==> config.mk <==
export PLATFORM = sky130hd
export DESIGN_NAME = pbc_boot_ctrl
export DESIGN_NICKNAME = d
export VERILOG_FILES = /design/src/core/pbc_pkg.sv /design/src/core/pbc_sync.sv /design/src/core/pbc_boot_ctrl.sv
export SDC_FILE = /design/constraint.sdc
export NUM_CORES = 1
export LEC_CHECK = 0
export BUFFER_PORTS_ARGS = -buffer_cell sky130_fd_sc_hd__buf_2
export CORE_ASPECT_RATIO = 1.2
export CORE_MARGIN = 1
export CORE_UTILIZATION = 55
export DETAILED_ROUTE_END_ITERATION = 10
export PLACE_DENSITY_LB_ADDON = 0.05
export SLEW_MARGIN = 10
export SYNTH_ARGS = -nofsm -noshare
export SYNTH_HDL_FRONTEND = slang
export SYNTH_SLANG_ARGS = --single-unit
==> constraint.sdc <==
create_clock -name I_SYS_CLK -period 3.5 [get_ports I_SYS_CLK]
set_clock_uncertainty 0.05 [all_clocks]
set_input_delay 0.525 -clock I_SYS_CLK [delete_from_list [all_inputs] [get_ports I_SYS_CLK]]
set_output_delay 0.525 -clock I_SYS_CLK [all_outputs]
set_load 0.02 [all_outputs]
==> src/core/pbc_pkg.sv <==
/*
  Constants and state types for the programming-port boot control block.
  Assumes a 200 MHz system clock shared by every user of the package.
*/
package pbc_pkg;
  localparam int unsigned PBC_CLK_HZ    = 200_000_000;
  localparam int unsigned PBC_BAUD_BPS  = 2400;
  // Cycles per serial bit, nominal period rounded down
  localparam int unsigned PBC_BIT_CYC   = PBC_CLK_HZ / PBC_BAUD_BPS;
  // Cycles the raised transmit line settles before the loop-back is read
  localparam int unsigned PBC_PROBE_CYC = 4;
  localparam logic [7:0]  PBC_SEQ_B0    = 8'h80;
  localparam logic [7:0]  PBC_SEQ_B1    = 8'h24;
  localparam logic [7:0]  PBC_SEQ_B2    = 8'h80;
  localparam logic [1:0]  PBC_SEQ_LAST  = 2'h2;
  localparam logic [2:0]  PBC_LAST_BIT  = 3'h7;

  typedef enum logic [1:0]
  {
    PBC_ST_SENSE = 2'b00,
    PBC_ST_RUN   = 2'b01,
    PBC_ST_HOLD  = 2'b10
  } pbc_boot_st_t;

  typedef enum logic [1:0]
  {
    PBC_RX_IDLE  = 2'b00,
    PBC_RX_START = 2'b01,
    PBC_RX_DATA  = 2'b10,
    PBC_RX_STOP  = 2'b11
  } pbc_rx_st_t;
endpackage

==> src/core/pbc_sync.sv <==
/*
  Two-stage synchroniser for a bundle of asynchronous pin levels.
  Assumes one clock and a synchronous active-low reset.
*/
`timescale 1ns/1ps
module pbc_sync #(
  parameter int unsigned      WIDTH   = 1,
  parameter logic [WIDTH-1:0] RST_VAL = '0
) (
  input  wire logic             i_clk,
  input  wire logic             i_nrst,
  input  wire logic [WIDTH-1:0] i_async,
  output logic      [WIDTH-1:0] o_sync
);
  logic [WIDTH-1:0] meta_reg;
  logic [WIDTH-1:0] sync_reg;

  always_ff @(posedge i_clk)
  begin
    if (!i_nrst)
    begin
      meta_reg <= RST_VAL;
      sync_reg <= RST_VAL;
    end
    else
    begin
      meta_reg <= i_async;
      sync_reg <= meta_reg;
    end
  end

  assign o_sync = sync_reg;
endmodule

==> src/core/pbc_boot_ctrl.sv <==
/*
  Device-side boot and restart control behind the programming port:
  reset line, boot-mode sensing, restart byte detection, transmit line.
  Assumes pins are asynchronous; mode inputs come from local logic.
*/
`timescale 1ns/1ps
module pbc_boot_ctrl
  import pbc_pkg::*;
#(
  parameter int unsigned P_BIT_CYCLES = PBC_BIT_CYC
) (
  input  wire logic       I_SYS_CLK,
  input  wire logic       I_NRST,
  input  wire logic       I_PROGRAMMING_CONNECTOR_RESET_N,
  input  wire logic       I_BOOT_SELECT_PIN0,
  input  wire logic       I_BOOT_SELECT_PIN1,
  input  wire logic       I_DIAGNOSTIC_CONNECTOR_CONNECTOR,
  input  wire logic       I_PORT_A_RECEIVE,
  input  wire logic       I_PORT_A_RECEIVE_DRIVEN,
  input  wire logic       I_PORT_A_SERIAL_CLOCK,
  input  wire logic       I_PORT_A_SERIAL_CLOCK_DRIVEN,
  input  wire logic       I_CLOCKED_MODE,
  input  wire logic       I_COLD_BOOT_EN,
  input  wire logic       I_CABLE_PROBE,
  output logic            O_TARGET_RESET,
  output logic            O_BOOT_RESTART,
  output logic            O_BOOTSTRAP_MODE,
  output logic            O_PROGRAMMING_CONNECTOR_STATUS,
  output logic      [7:0] O_RX_DATA,
  output logic            O_RX_VALID,
  output logic            O_PORT_A_TRANSMIT,
  output logic            O_CABLE_DETECT
);
  localparam int unsigned CW = $clog2(P_BIT_CYCLES + 1);
  localparam logic [CW-1:0] FULL_M1 = CW'(P_BIT_CYCLES - 1);
  localparam logic [CW-1:0] HALF_M1 = CW'(P_BIT_CYCLES / 2 - 1);
  localparam logic [2:0] PROBE_M1 = 3'(PBC_PROBE_CYC - 1);
  // Edges after reset before the synchronised pins show real levels
  localparam logic [1:0] SETTLE_LAST = 2'h2;

  if (P_BIT_CYCLES < 4)
  begin : g_chk
    $error("P_BIT_CYCLES must be at least 4");
  end

  // Pull-ups: an undriven receive or serial clock pin reads high
  logic [5:0] pin_async;
  logic [5:0] pin_s;
  assign pin_async = {I_DIAGNOSTIC_CONNECTOR_CONNECTOR,
                      I_PORT_A_SERIAL_CLOCK_DRIVEN ? I_PORT_A_SERIAL_CLOCK
                                                   : 1'b1,
                      I_PORT_A_RECEIVE_DRIVEN ? I_PORT_A_RECEIVE
                                              : 1'b1,
                      I_BOOT_SELECT_PIN1, I_BOOT_SELECT_PIN0, I_PROGRAMMING_CONNECTOR_RESET_N};

  pbc_sync #(.WIDTH(6), .RST_VAL(6'h1E)) u_sync (
    .i_clk   (I_SYS_CLK),
    .i_nrst  (I_NRST),
    .i_async (pin_async),
    .o_sync  (pin_s)
  );

  logic prst_n_s;
  logic sel0_s;
  logic sel1_s;
  logic rx_s;
  logic sclk_s;
  logic diagnostic_connector_s;
  assign prst_n_s = pin_s[0];
  assign sel0_s   = pin_s[1];
  assign sel1_s   = pin_s[2];
  assign rx_s     = pin_s[3];
  assign sclk_s   = pin_s[4];
  assign diagnostic_connector_s   = pin_s[5];

  // Receive path state
  pbc_rx_st_t    rx_st_reg,  rx_st_next;
  logic [CW-1:0] cnt_reg,    cnt_next;
  logic [2:0]    bit_reg,    bit_next;
  logic [7:0]    sh_reg,     sh_next;
  logic [7:0]    data_reg,   data_next;
  logic          valid_reg,  valid_next;
  logic          sclk_d_reg, sclk_d_next;
  logic [1:0]    seq_reg,    seq_next;
  logic          match_reg,  match_next;

  // Boot control state
  pbc_boot_st_t  st_reg,     st_next;
  logic [1:0]    wake_reg,   wake_next;
  logic          boot_reg,   boot_next;
  logic          trst_reg,   trst_next;
  logic          rstrt_reg,  rstrt_next;
  logic          stat_reg,   stat_next;

  // Transmit and cable probe state
  logic          tx_reg,     tx_next;
  logic [2:0]    pcnt_reg,   pcnt_next;
  logic          det_reg,    det_next;

  logic [7:0] exp_byte;
  always_comb
  begin
    exp_byte = PBC_SEQ_B0;
    if (seq_reg == 2'h1)
      exp_byte = PBC_SEQ_B1;
    else if (seq_reg == PBC_SEQ_LAST)
      exp_byte = PBC_SEQ_B2;
  end

  always_comb
  begin
    rx_st_next  = rx_st_reg;
    cnt_next    = cnt_reg;
    bit_next    = bit_reg;
    sh_next     = sh_reg;
    data_next   = data_reg;
    valid_next  = 1'b0;
    sclk_d_next = sclk_s;
    seq_next    = seq_reg;
    match_next  = 1'b0;
    if (st_reg != PBC_ST_RUN)
    begin
      // Nothing is received while the target is held or re-sensing
      rx_st_next = PBC_RX_IDLE;
      bit_next   = 3'h0;
      seq_next   = 2'h0;
    end
    else if (I_CLOCKED_MODE)
    begin
      rx_st_next = PBC_RX_IDLE;
      if (sclk_s && !sclk_d_reg)
      begin
        // Partner raises the clock line; data sampled LSB first
        sh_next  = {rx_s, sh_reg[7:1]};
        bit_next = bit_reg + 3'h1;
        if (bit_reg == PBC_LAST_BIT)
        begin
          data_next  = {rx_s, sh_reg[7:1]};
          valid_next = 1'b1;
        end
      end
    end
    else
    begin
      case (rx_st_reg)
        PBC_RX_IDLE:
        begin
          cnt_next = '0;
          bit_next = 3'h0;
          if (!rx_s)
            rx_st_next = PBC_RX_START;
        end
        PBC_RX_START:
        begin
          cnt_next = cnt_reg + CW'(1);
          if (cnt_reg == HALF_M1)
          begin
            cnt_next   = '0;
            rx_st_next = rx_s ? PBC_RX_IDLE : PBC_RX_DATA;
          end
        end
        PBC_RX_DATA:
        begin
          cnt_next = cnt_reg + CW'(1);
          if (cnt_reg == FULL_M1)
          begin
            cnt_next = '0;
            sh_next  = {rx_s, sh_reg[7:1]};
            bit_next = bit_reg + 3'h1;
            if (bit_reg == PBC_LAST_BIT)
              rx_st_next = PBC_RX_STOP;
          end
        end
        default:
        begin
          cnt_next = cnt_reg + CW'(1);
          if (cnt_reg == FULL_M1)
          begin
            rx_st_next = PBC_RX_IDLE;
            data_next  = sh_reg;
            valid_next = rx_s;
          end
        end
      endcase
    end
    if (valid_reg && st_reg == PBC_ST_RUN)
    begin
      // Track 80h 24h 80h; a stray 80h restarts the match
      if (data_reg == exp_byte)
      begin
        seq_next = seq_reg + 2'h1;
        if (seq_reg == PBC_SEQ_LAST)
        begin
          seq_next   = 2'h0;
          match_next = 1'b1;
        end
      end
      else
        seq_next = (data_reg == PBC_SEQ_B0) ? 2'h1 : 2'h0;
    end
  end

  always_ff @(posedge I_SYS_CLK)
  begin
    if (!I_NRST)
    begin
      rx_st_reg  <= PBC_RX_IDLE;
      cnt_reg    <= '0;
      bit_reg    <= 3'h0;
      sh_reg     <= 8'h00;
      data_reg   <= 8'h00;
      valid_reg  <= 1'b0;
      sclk_d_reg <= 1'b1;
      seq_reg    <= 2'h0;
      match_reg  <= 1'b0;
    end
    else
    begin
      rx_st_reg  <= rx_st_next;
      cnt_reg    <= cnt_next;
      bit_reg    <= bit_next;
      sh_reg     <= sh_next;
      data_reg   <= data_next;
      valid_reg  <= valid_next;
      sclk_d_reg <= sclk_d_next;
      seq_reg    <= seq_next;
      match_reg  <= match_next;
    end
  end

  always_comb
  begin
    st_next    = st_reg;
    wake_next  = wake_reg;
    boot_next  = boot_reg;
    trst_next  = 1'b0;
    rstrt_next = 1'b0;
    case (st_reg)
      PBC_ST_SENSE:
      begin
        // Synchroniser reset values must not be taken as pin levels
        if (wake_reg != SETTLE_LAST)
          wake_next = wake_reg + 2'h1;
        else
        begin
          // Diagnostic connector leaves boot pins open
          boot_next = sel0_s && sel1_s && !diagnostic_connector_s;
          st_next   = PBC_ST_RUN;
        end
      end
      PBC_ST_RUN:
      begin
        if (!prst_n_s && !diagnostic_connector_s)
        begin
          st_next   = PBC_ST_HOLD;
          trst_next = 1'b1;
        end
        else if (match_reg)
        begin
          rstrt_next = 1'b1;
          st_next    = PBC_ST_SENSE;
        end
      end
      default:
      begin
        trst_next = !prst_n_s;
        if (prst_n_s)
          st_next = PBC_ST_SENSE;
      end
    endcase
    stat_next = (st_next == PBC_ST_RUN);
  end

  always_ff @(posedge I_SYS_CLK)
  begin
    if (!I_NRST)
    begin
      st_reg    <= PBC_ST_SENSE;
      wake_reg  <= 2'h0;
      boot_reg  <= 1'b0;
      trst_reg  <= 1'b0;
      rstrt_reg <= 1'b0;
      stat_reg  <= 1'b0;
    end
    else
    begin
      st_reg    <= st_next;
      wake_reg  <= wake_next;
      boot_reg  <= boot_next;
      trst_reg  <= trst_next;
      rstrt_reg <= rstrt_next;
      stat_reg  <= stat_next;
    end
  end

  always_comb
  begin
    // Low unless cold boot keeps it idle-high or the probe raises it
    tx_next   = I_COLD_BOOT_EN || I_CABLE_PROBE;
    pcnt_next = 3'h0;
    det_next  = det_reg;
    if (!I_COLD_BOOT_EN && I_CABLE_PROBE)
    begin
      pcnt_next = (pcnt_reg == PROBE_M1) ? pcnt_reg : pcnt_reg + 3'h1;
      if (pcnt_reg == PROBE_M1)
        det_next = sel0_s;
    end
  end

  always_ff @(posedge I_SYS_CLK)
  begin
    if (!I_NRST)
    begin
      tx_reg   <= 1'b0;
      pcnt_reg <= 3'h0;
      det_reg  <= 1'b0;
    end
    else
    begin
      tx_reg   <= tx_next;
      pcnt_reg <= pcnt_next;
      det_reg  <= det_next;
    end
  end

  assign O_TARGET_RESET    = trst_reg;
  assign O_BOOT_RESTART    = rstrt_reg;
  assign O_BOOTSTRAP_MODE  = boot_reg;
  assign O_PROGRAMMING_CONNECTOR_STATUS     = stat_reg;
  assign O_RX_DATA         = data_reg;
  assign O_RX_VALID        = valid_reg;
  assign O_PORT_A_TRANSMIT = tx_reg;
  assign O_CABLE_DETECT    = det_reg;
endmodule

# After elaboration in Yosys (flattened, before gate mapping)
# Cells that the tools add are included.
op_classes:
  div: 0
  n_eq_ne: 22
  bitwise_logic: 5
  n_mul: 0
  n_mux: 43
  magnitude_cmp: 0
  add_sub_neg: 5
  n_reduce_logical: 34
  shift: 0
op_table:
  columns: ["op", "count"]
  rows:
  - ["$mux W8", 10]
  - ["$pmux W17 S3", 1]
  - ["$mux W17", 2]
  - ["$mux W2", 14]
  - ["$add A17 B1 Y17 const B", 1]
  - ["$eq A17 B16 Y1 const B", 1]
  - ["$eq A17 B17 Y1 const B", 1]
  - ["$reduce_and A2 Y1", 7]
  - ["$ne A2 B2 Y1 const B", 5]
  - ["$reduce_and A5 Y1", 2]
  - ["$mux W1", 9]
  - ["$mux W3", 3]
  - ["$reduce_or A3 Y1", 3]
  - ["$eq A2 B1 Y1 const B", 4]
  - ["$eq A8 B8 Y1", 1]
  - ["$eq A8 B8 Y1 const B", 1]
  - ["$ne A2 B1 Y1 const B", 4]
  - ["$add A3 B1 Y3 const B", 2]
  - ["$logic_and A1 B1 Y1", 6]
  - ["$pmux W2 S3", 1]
  - ["$pmux W3 S2", 1]
  - ["$reduce_and A3 Y1", 2]
  - ["$reduce_bool A2 Y1", 3]
  - ["$reduce_bool A3 Y1", 2]
  - ["13 further kinds", 23]
totals:
  elab_cells: 131
  regBits: 68
  ramBits: 0
  n_memories: 0
  latchBits: 0
  rom_bits: 0

# Longest topological paths before layout
depth:
  word_depth: 5
  depth_mapped: 8
  depth_no_buf: 7

# Modules after synthesis
# A second synthesis with hierarchy kept.
unflattened:
  cells_unflattened: 330
  hier_area_um2: 3076.7
by_module_without_submodules:
  columns: ["module", "area_each_um2", "instances", "cells_each"]
  rows:
  - ["pbc_boot_ctrl", 2753.9, 1, 305]
  - ["pbc_sync", 322.8, 1, 25]

# Worst setup path after synthesis
# Ideal clock, no wire load.
synth_path:
  path_type: "input to register"
  start: "input I_CLOCKED_MODE"
  end: "register cnt_reg[9]"
  stages: 5
  t_required_ns: 3.335
  arrival_time_ns: 1.631
  setup_time_ns: 0.115
  n_path_buf: 0
  slack_ns: 1.705
  cell_sequence: "or3b_4 nor4_4 nand3_2 xor2_1 nor2_2"
synth_between:
  elab_chain_cells: 2
synth_lines:
  columns: ["element", "line_no", "source"]
  rows:
  - ["start: declaration", "pbc_boot_ctrl.sv:22", "input wire logic I_CLOCKED_MODE,"]
  - ["$not A1 Y1 (no line)", null, null]
  - ["$reduce_and A2 Y1 (no line)", null, null]
  - ["end signal: assignment", "pbc_boot_ctrl.sv:220", "cnt_reg <= cnt_next;"]
  - ["end: declaration", "pbc_boot_ctrl.sv:78", "logic [CW-1:0] cnt_reg, cnt_next;"]
# Every way passes these cells.
# A chain may end at the register's enable or synchronous reset.

# Final worst setup path
layout_path:
  start: "register cnt_reg[0]"
  end: "register bit_reg[1]"
layout_between:
  elab_chain_cells: 3
layout_lines:
  columns: ["element", "line_no", "source"]
  rows:
  - ["$eq A17 B17 Y1", "pbc_boot_ctrl.sv:165", "if (cnt_reg == FULL_M1)"]
  - ["$ne A3 B3 Y1 (no line)", null, null]
  - ["$reduce_and A3 Y1 (no line)", null, null]
  - ["end signal: assignment", "pbc_boot_ctrl.sv:221", "bit_reg <= bit_next;"]
  - ["end: declaration", "pbc_boot_ctrl.sv:79", "logic [2:0] bit_reg, bit_next;"]
# Every way passes these cells.

==> metrics.csv <==
metric;value;unit
synthCells;311;
synth_area_leaders;dfxtp_1 45%, mux2i_1 7.0%, nor2_1 5.9%, xor2_1 4.1%, ha_1 3.7%;
stdcell_area;3370;um^2
gr-total-overflow;0;
synth_top_area_frac;0.452;
p_total;1670;uW
setup_violations;0;
die_h;83.1;um
clockBufferDepth;2;
hpwl;3.72;mm
nFillCells;471;
firstDrtPassIters;4;
synth_async_sr_flop_share;0;
avgSynthCellArea;9.69;um^2
yosysMostFrequentCell;dfxtp_1;
max-cap-violations;0;
r2r_slack;1490;ps
ys_types;53;
wl;5.41;mm
comb_power_share;0.084;
slowest_stage;dfxtp_1;
largest_reg_flops;17;
wl_per_cell;13.4;um
fp.dieW;69.6;um
dieArea;5780;um^2
post_cts_buffers;0;
syn2layout_area_growth;11.9;%
final_hold_viol_count;0;
regArea;1360;um^2
synth_common_cells;68 x dfxtp_1, 47 x nor2_1, 21 x mux2i_1, 21 x nand2_1, 14 x xor2_1;
final_nets;359;
fp-row-count;29;
cts_tree;built;
cp_data_arrival_time;2220;ps
ctsHtreeMaxLevel;3;
rsz0062_at_grt;false;
power_frac_clock;0.421;
layout-drive-gt1-share;0.179;
startpoint_type;flop;
ant_nets;0;
ys_ff_latch;68;
crit_path_end_kind;flop;
grt_pass1_wl;9.16;mm
status;complete, no violations;
synth_top_area_cell;dfxtp_1;
crit_family;simple AND/OR/NAND/NOR gates;
n_antenna_cell;0;
fin_crit_sh;0.573;
syn-cell-area;3010;um^2
drc;0;
seq_area_frac_synth;0.452;
setup_tns;0;ps
numCtsBuffers;9;
slew_headroom;0.671;
vias;2191;
cpPeakStageDelay;500;ps
worstPathRequired;3710;ps
ys_warn_count;0;
cp_max_fo;8;
grt_antenna_before_repair;0;
path_cells;inv_1 -> ha_1 -> and4bb_2 -> nand4_4 -> a211oi_1 -> nor2_1 -> mux2i_1;
slew_violations;0;
tightest_slew;489;ps
p_switching;385;uW
power_density;494;nW/um^2
dr.first_iter.drc_count;87;
start_util;0.569;
whs;307;ps
grt_usage;0.202;
synth_nets;333;
grt_max_degree;26;
multi_input_comb_area;1550;um^2
cts_sinks;68;
postCtsResizedCells;0;
cts_root_buffer;clkbuf_8;
period_needed;2010;ps
max_freq;0.499;GHz
gp_congestion;0.784;
min-delay-path-class;in -> reg;
port-buffer-count;27;
crit_type;reg -> reg;
ir_drop;0.355;mV
p_sw_frac;0.231;
p_seq_frac;0.495;
dpl_cell_area;3160;um^2
avgViaCountPerCell;5.44;
synth_edf_count;0;
clk_pin_slew;70;ps
postCtsHoldBufs;0;
internal_power;1280;uW
ios;28;
grt_pass1_vias;2056;
coreArea;5300;um^2
worstSkewPairLatency;340;ps
critPathBufInv;1;
synthFlopType;dfxtp_1;
p_leak;0.00136;uW
-- power groups by stage --
stage,registers [uW],clock network [uW],logic (uW)
global route,828,745,155
floorplan,839,0,115
CTS,824,718,143
global placement,840,0,139
finish,824,701,141
detailed placement,842,0,142
-- kinds of logic (layout without fill, tap and decap cells) --
kind of cell             after synthesis  after routing  synth area share
AND/OR/NAND/NOR                      144            144             0.277
flip-flops                            68             68             0.452
adder cells (fa/ha/maj)                9              9            0.0374
AO/OA/AOI/OAI                         30             30            0.0768
buffers and inverters                 21             51            0.0340
XOR/XNOR                              17             17            0.0494
multiplexers                          22             22            0.0735
-- through the flow --
step | setup WS [ps] | std cells | util
2_1_floorplan | 1700 | 311 | -
3_3_place_gp | 1330 | 388 | 0.596
3_5_place_dp | 1270 | 388 | 0.596
4_1_cts | 1490 | 403 | 0.637
5_1_grt | 1320 | 403 | 0.637
6_report | 1490 | 403 | 0.637
-- worst register-to-register path: cells and delay by family, from the launching register on --
kind / cells / cell delay [ps]
AO/OA/AOI/OAI: 1 / 100
adder cells (fa/ha/maj): 1 / 230
buffers and inverters: 1 / 120
flip-flops: 1 / 500
multiplexers: 1 / 250
AND/OR/NAND/NOR: 3 / 670
-- final timing paths --
kind | from | endpoint | cells past startpoint
worst min register to register | u_sync.meta_reg[2] | u_sync.o_sync[2] | 1
worst min-delay path | I_BOOT_SELECT_PIN0 | u_sync.meta_reg[1] | 2
worst max register to register | cnt_reg[0] | bit_reg[1] | 7
worst max-delay path | cnt_reg[0] | bit_reg[1] | 7
-- per-layer routing --
metal,vias to the layer above,part of all wire,GRT usage
met2,52,0.49,0.327
li1,1126,-,-
met4,0,0.018,0.117
met1,1006,0.46,0.249
met3,7,0.036,0.0364
met5,-,0,0
-- layout make-up --
| type | count | share of cell area |
|---|---|---|
| clock buffer | 11 | 0.0419 |
| clock inverter | 4 | 0.0219 |
| inverter | 9 | 0.0100 |
| multi-input combinational | 222 | 0.460 |
| sequential | 68 | 0.404 |
| tap | 62 | 0.0230 |
| timing repair buffer | 27 | 0.0401 |
-- placed cells by master (no fill, tap or decap), types with 2 or more instances in the layout --
master and n:
nand3b_1 4, ha_1 9, mux2i_1 21, o21ai_0 3, nand2b_1 8, nand3_1 10
and2_1 7, and3_1 2, bufinv_16 2, nor4b_1 4, and4_1 4, nor2_1 47
or3_1 2, nand4_1 7, nand2_1 21, a211oi_1 8, xor2_1 14, nor3_1 4
nor2b_1 5, buf_2 27, dfxtp_1 68, a211oi_2 2, a21oi_1 7, nor2_2 4
o21a_1 2, xnor2_1 3, and4b_1 2, clkbuf_8 10, inv_1 8
Note: power is estimated with default switching activity, not from simulation.
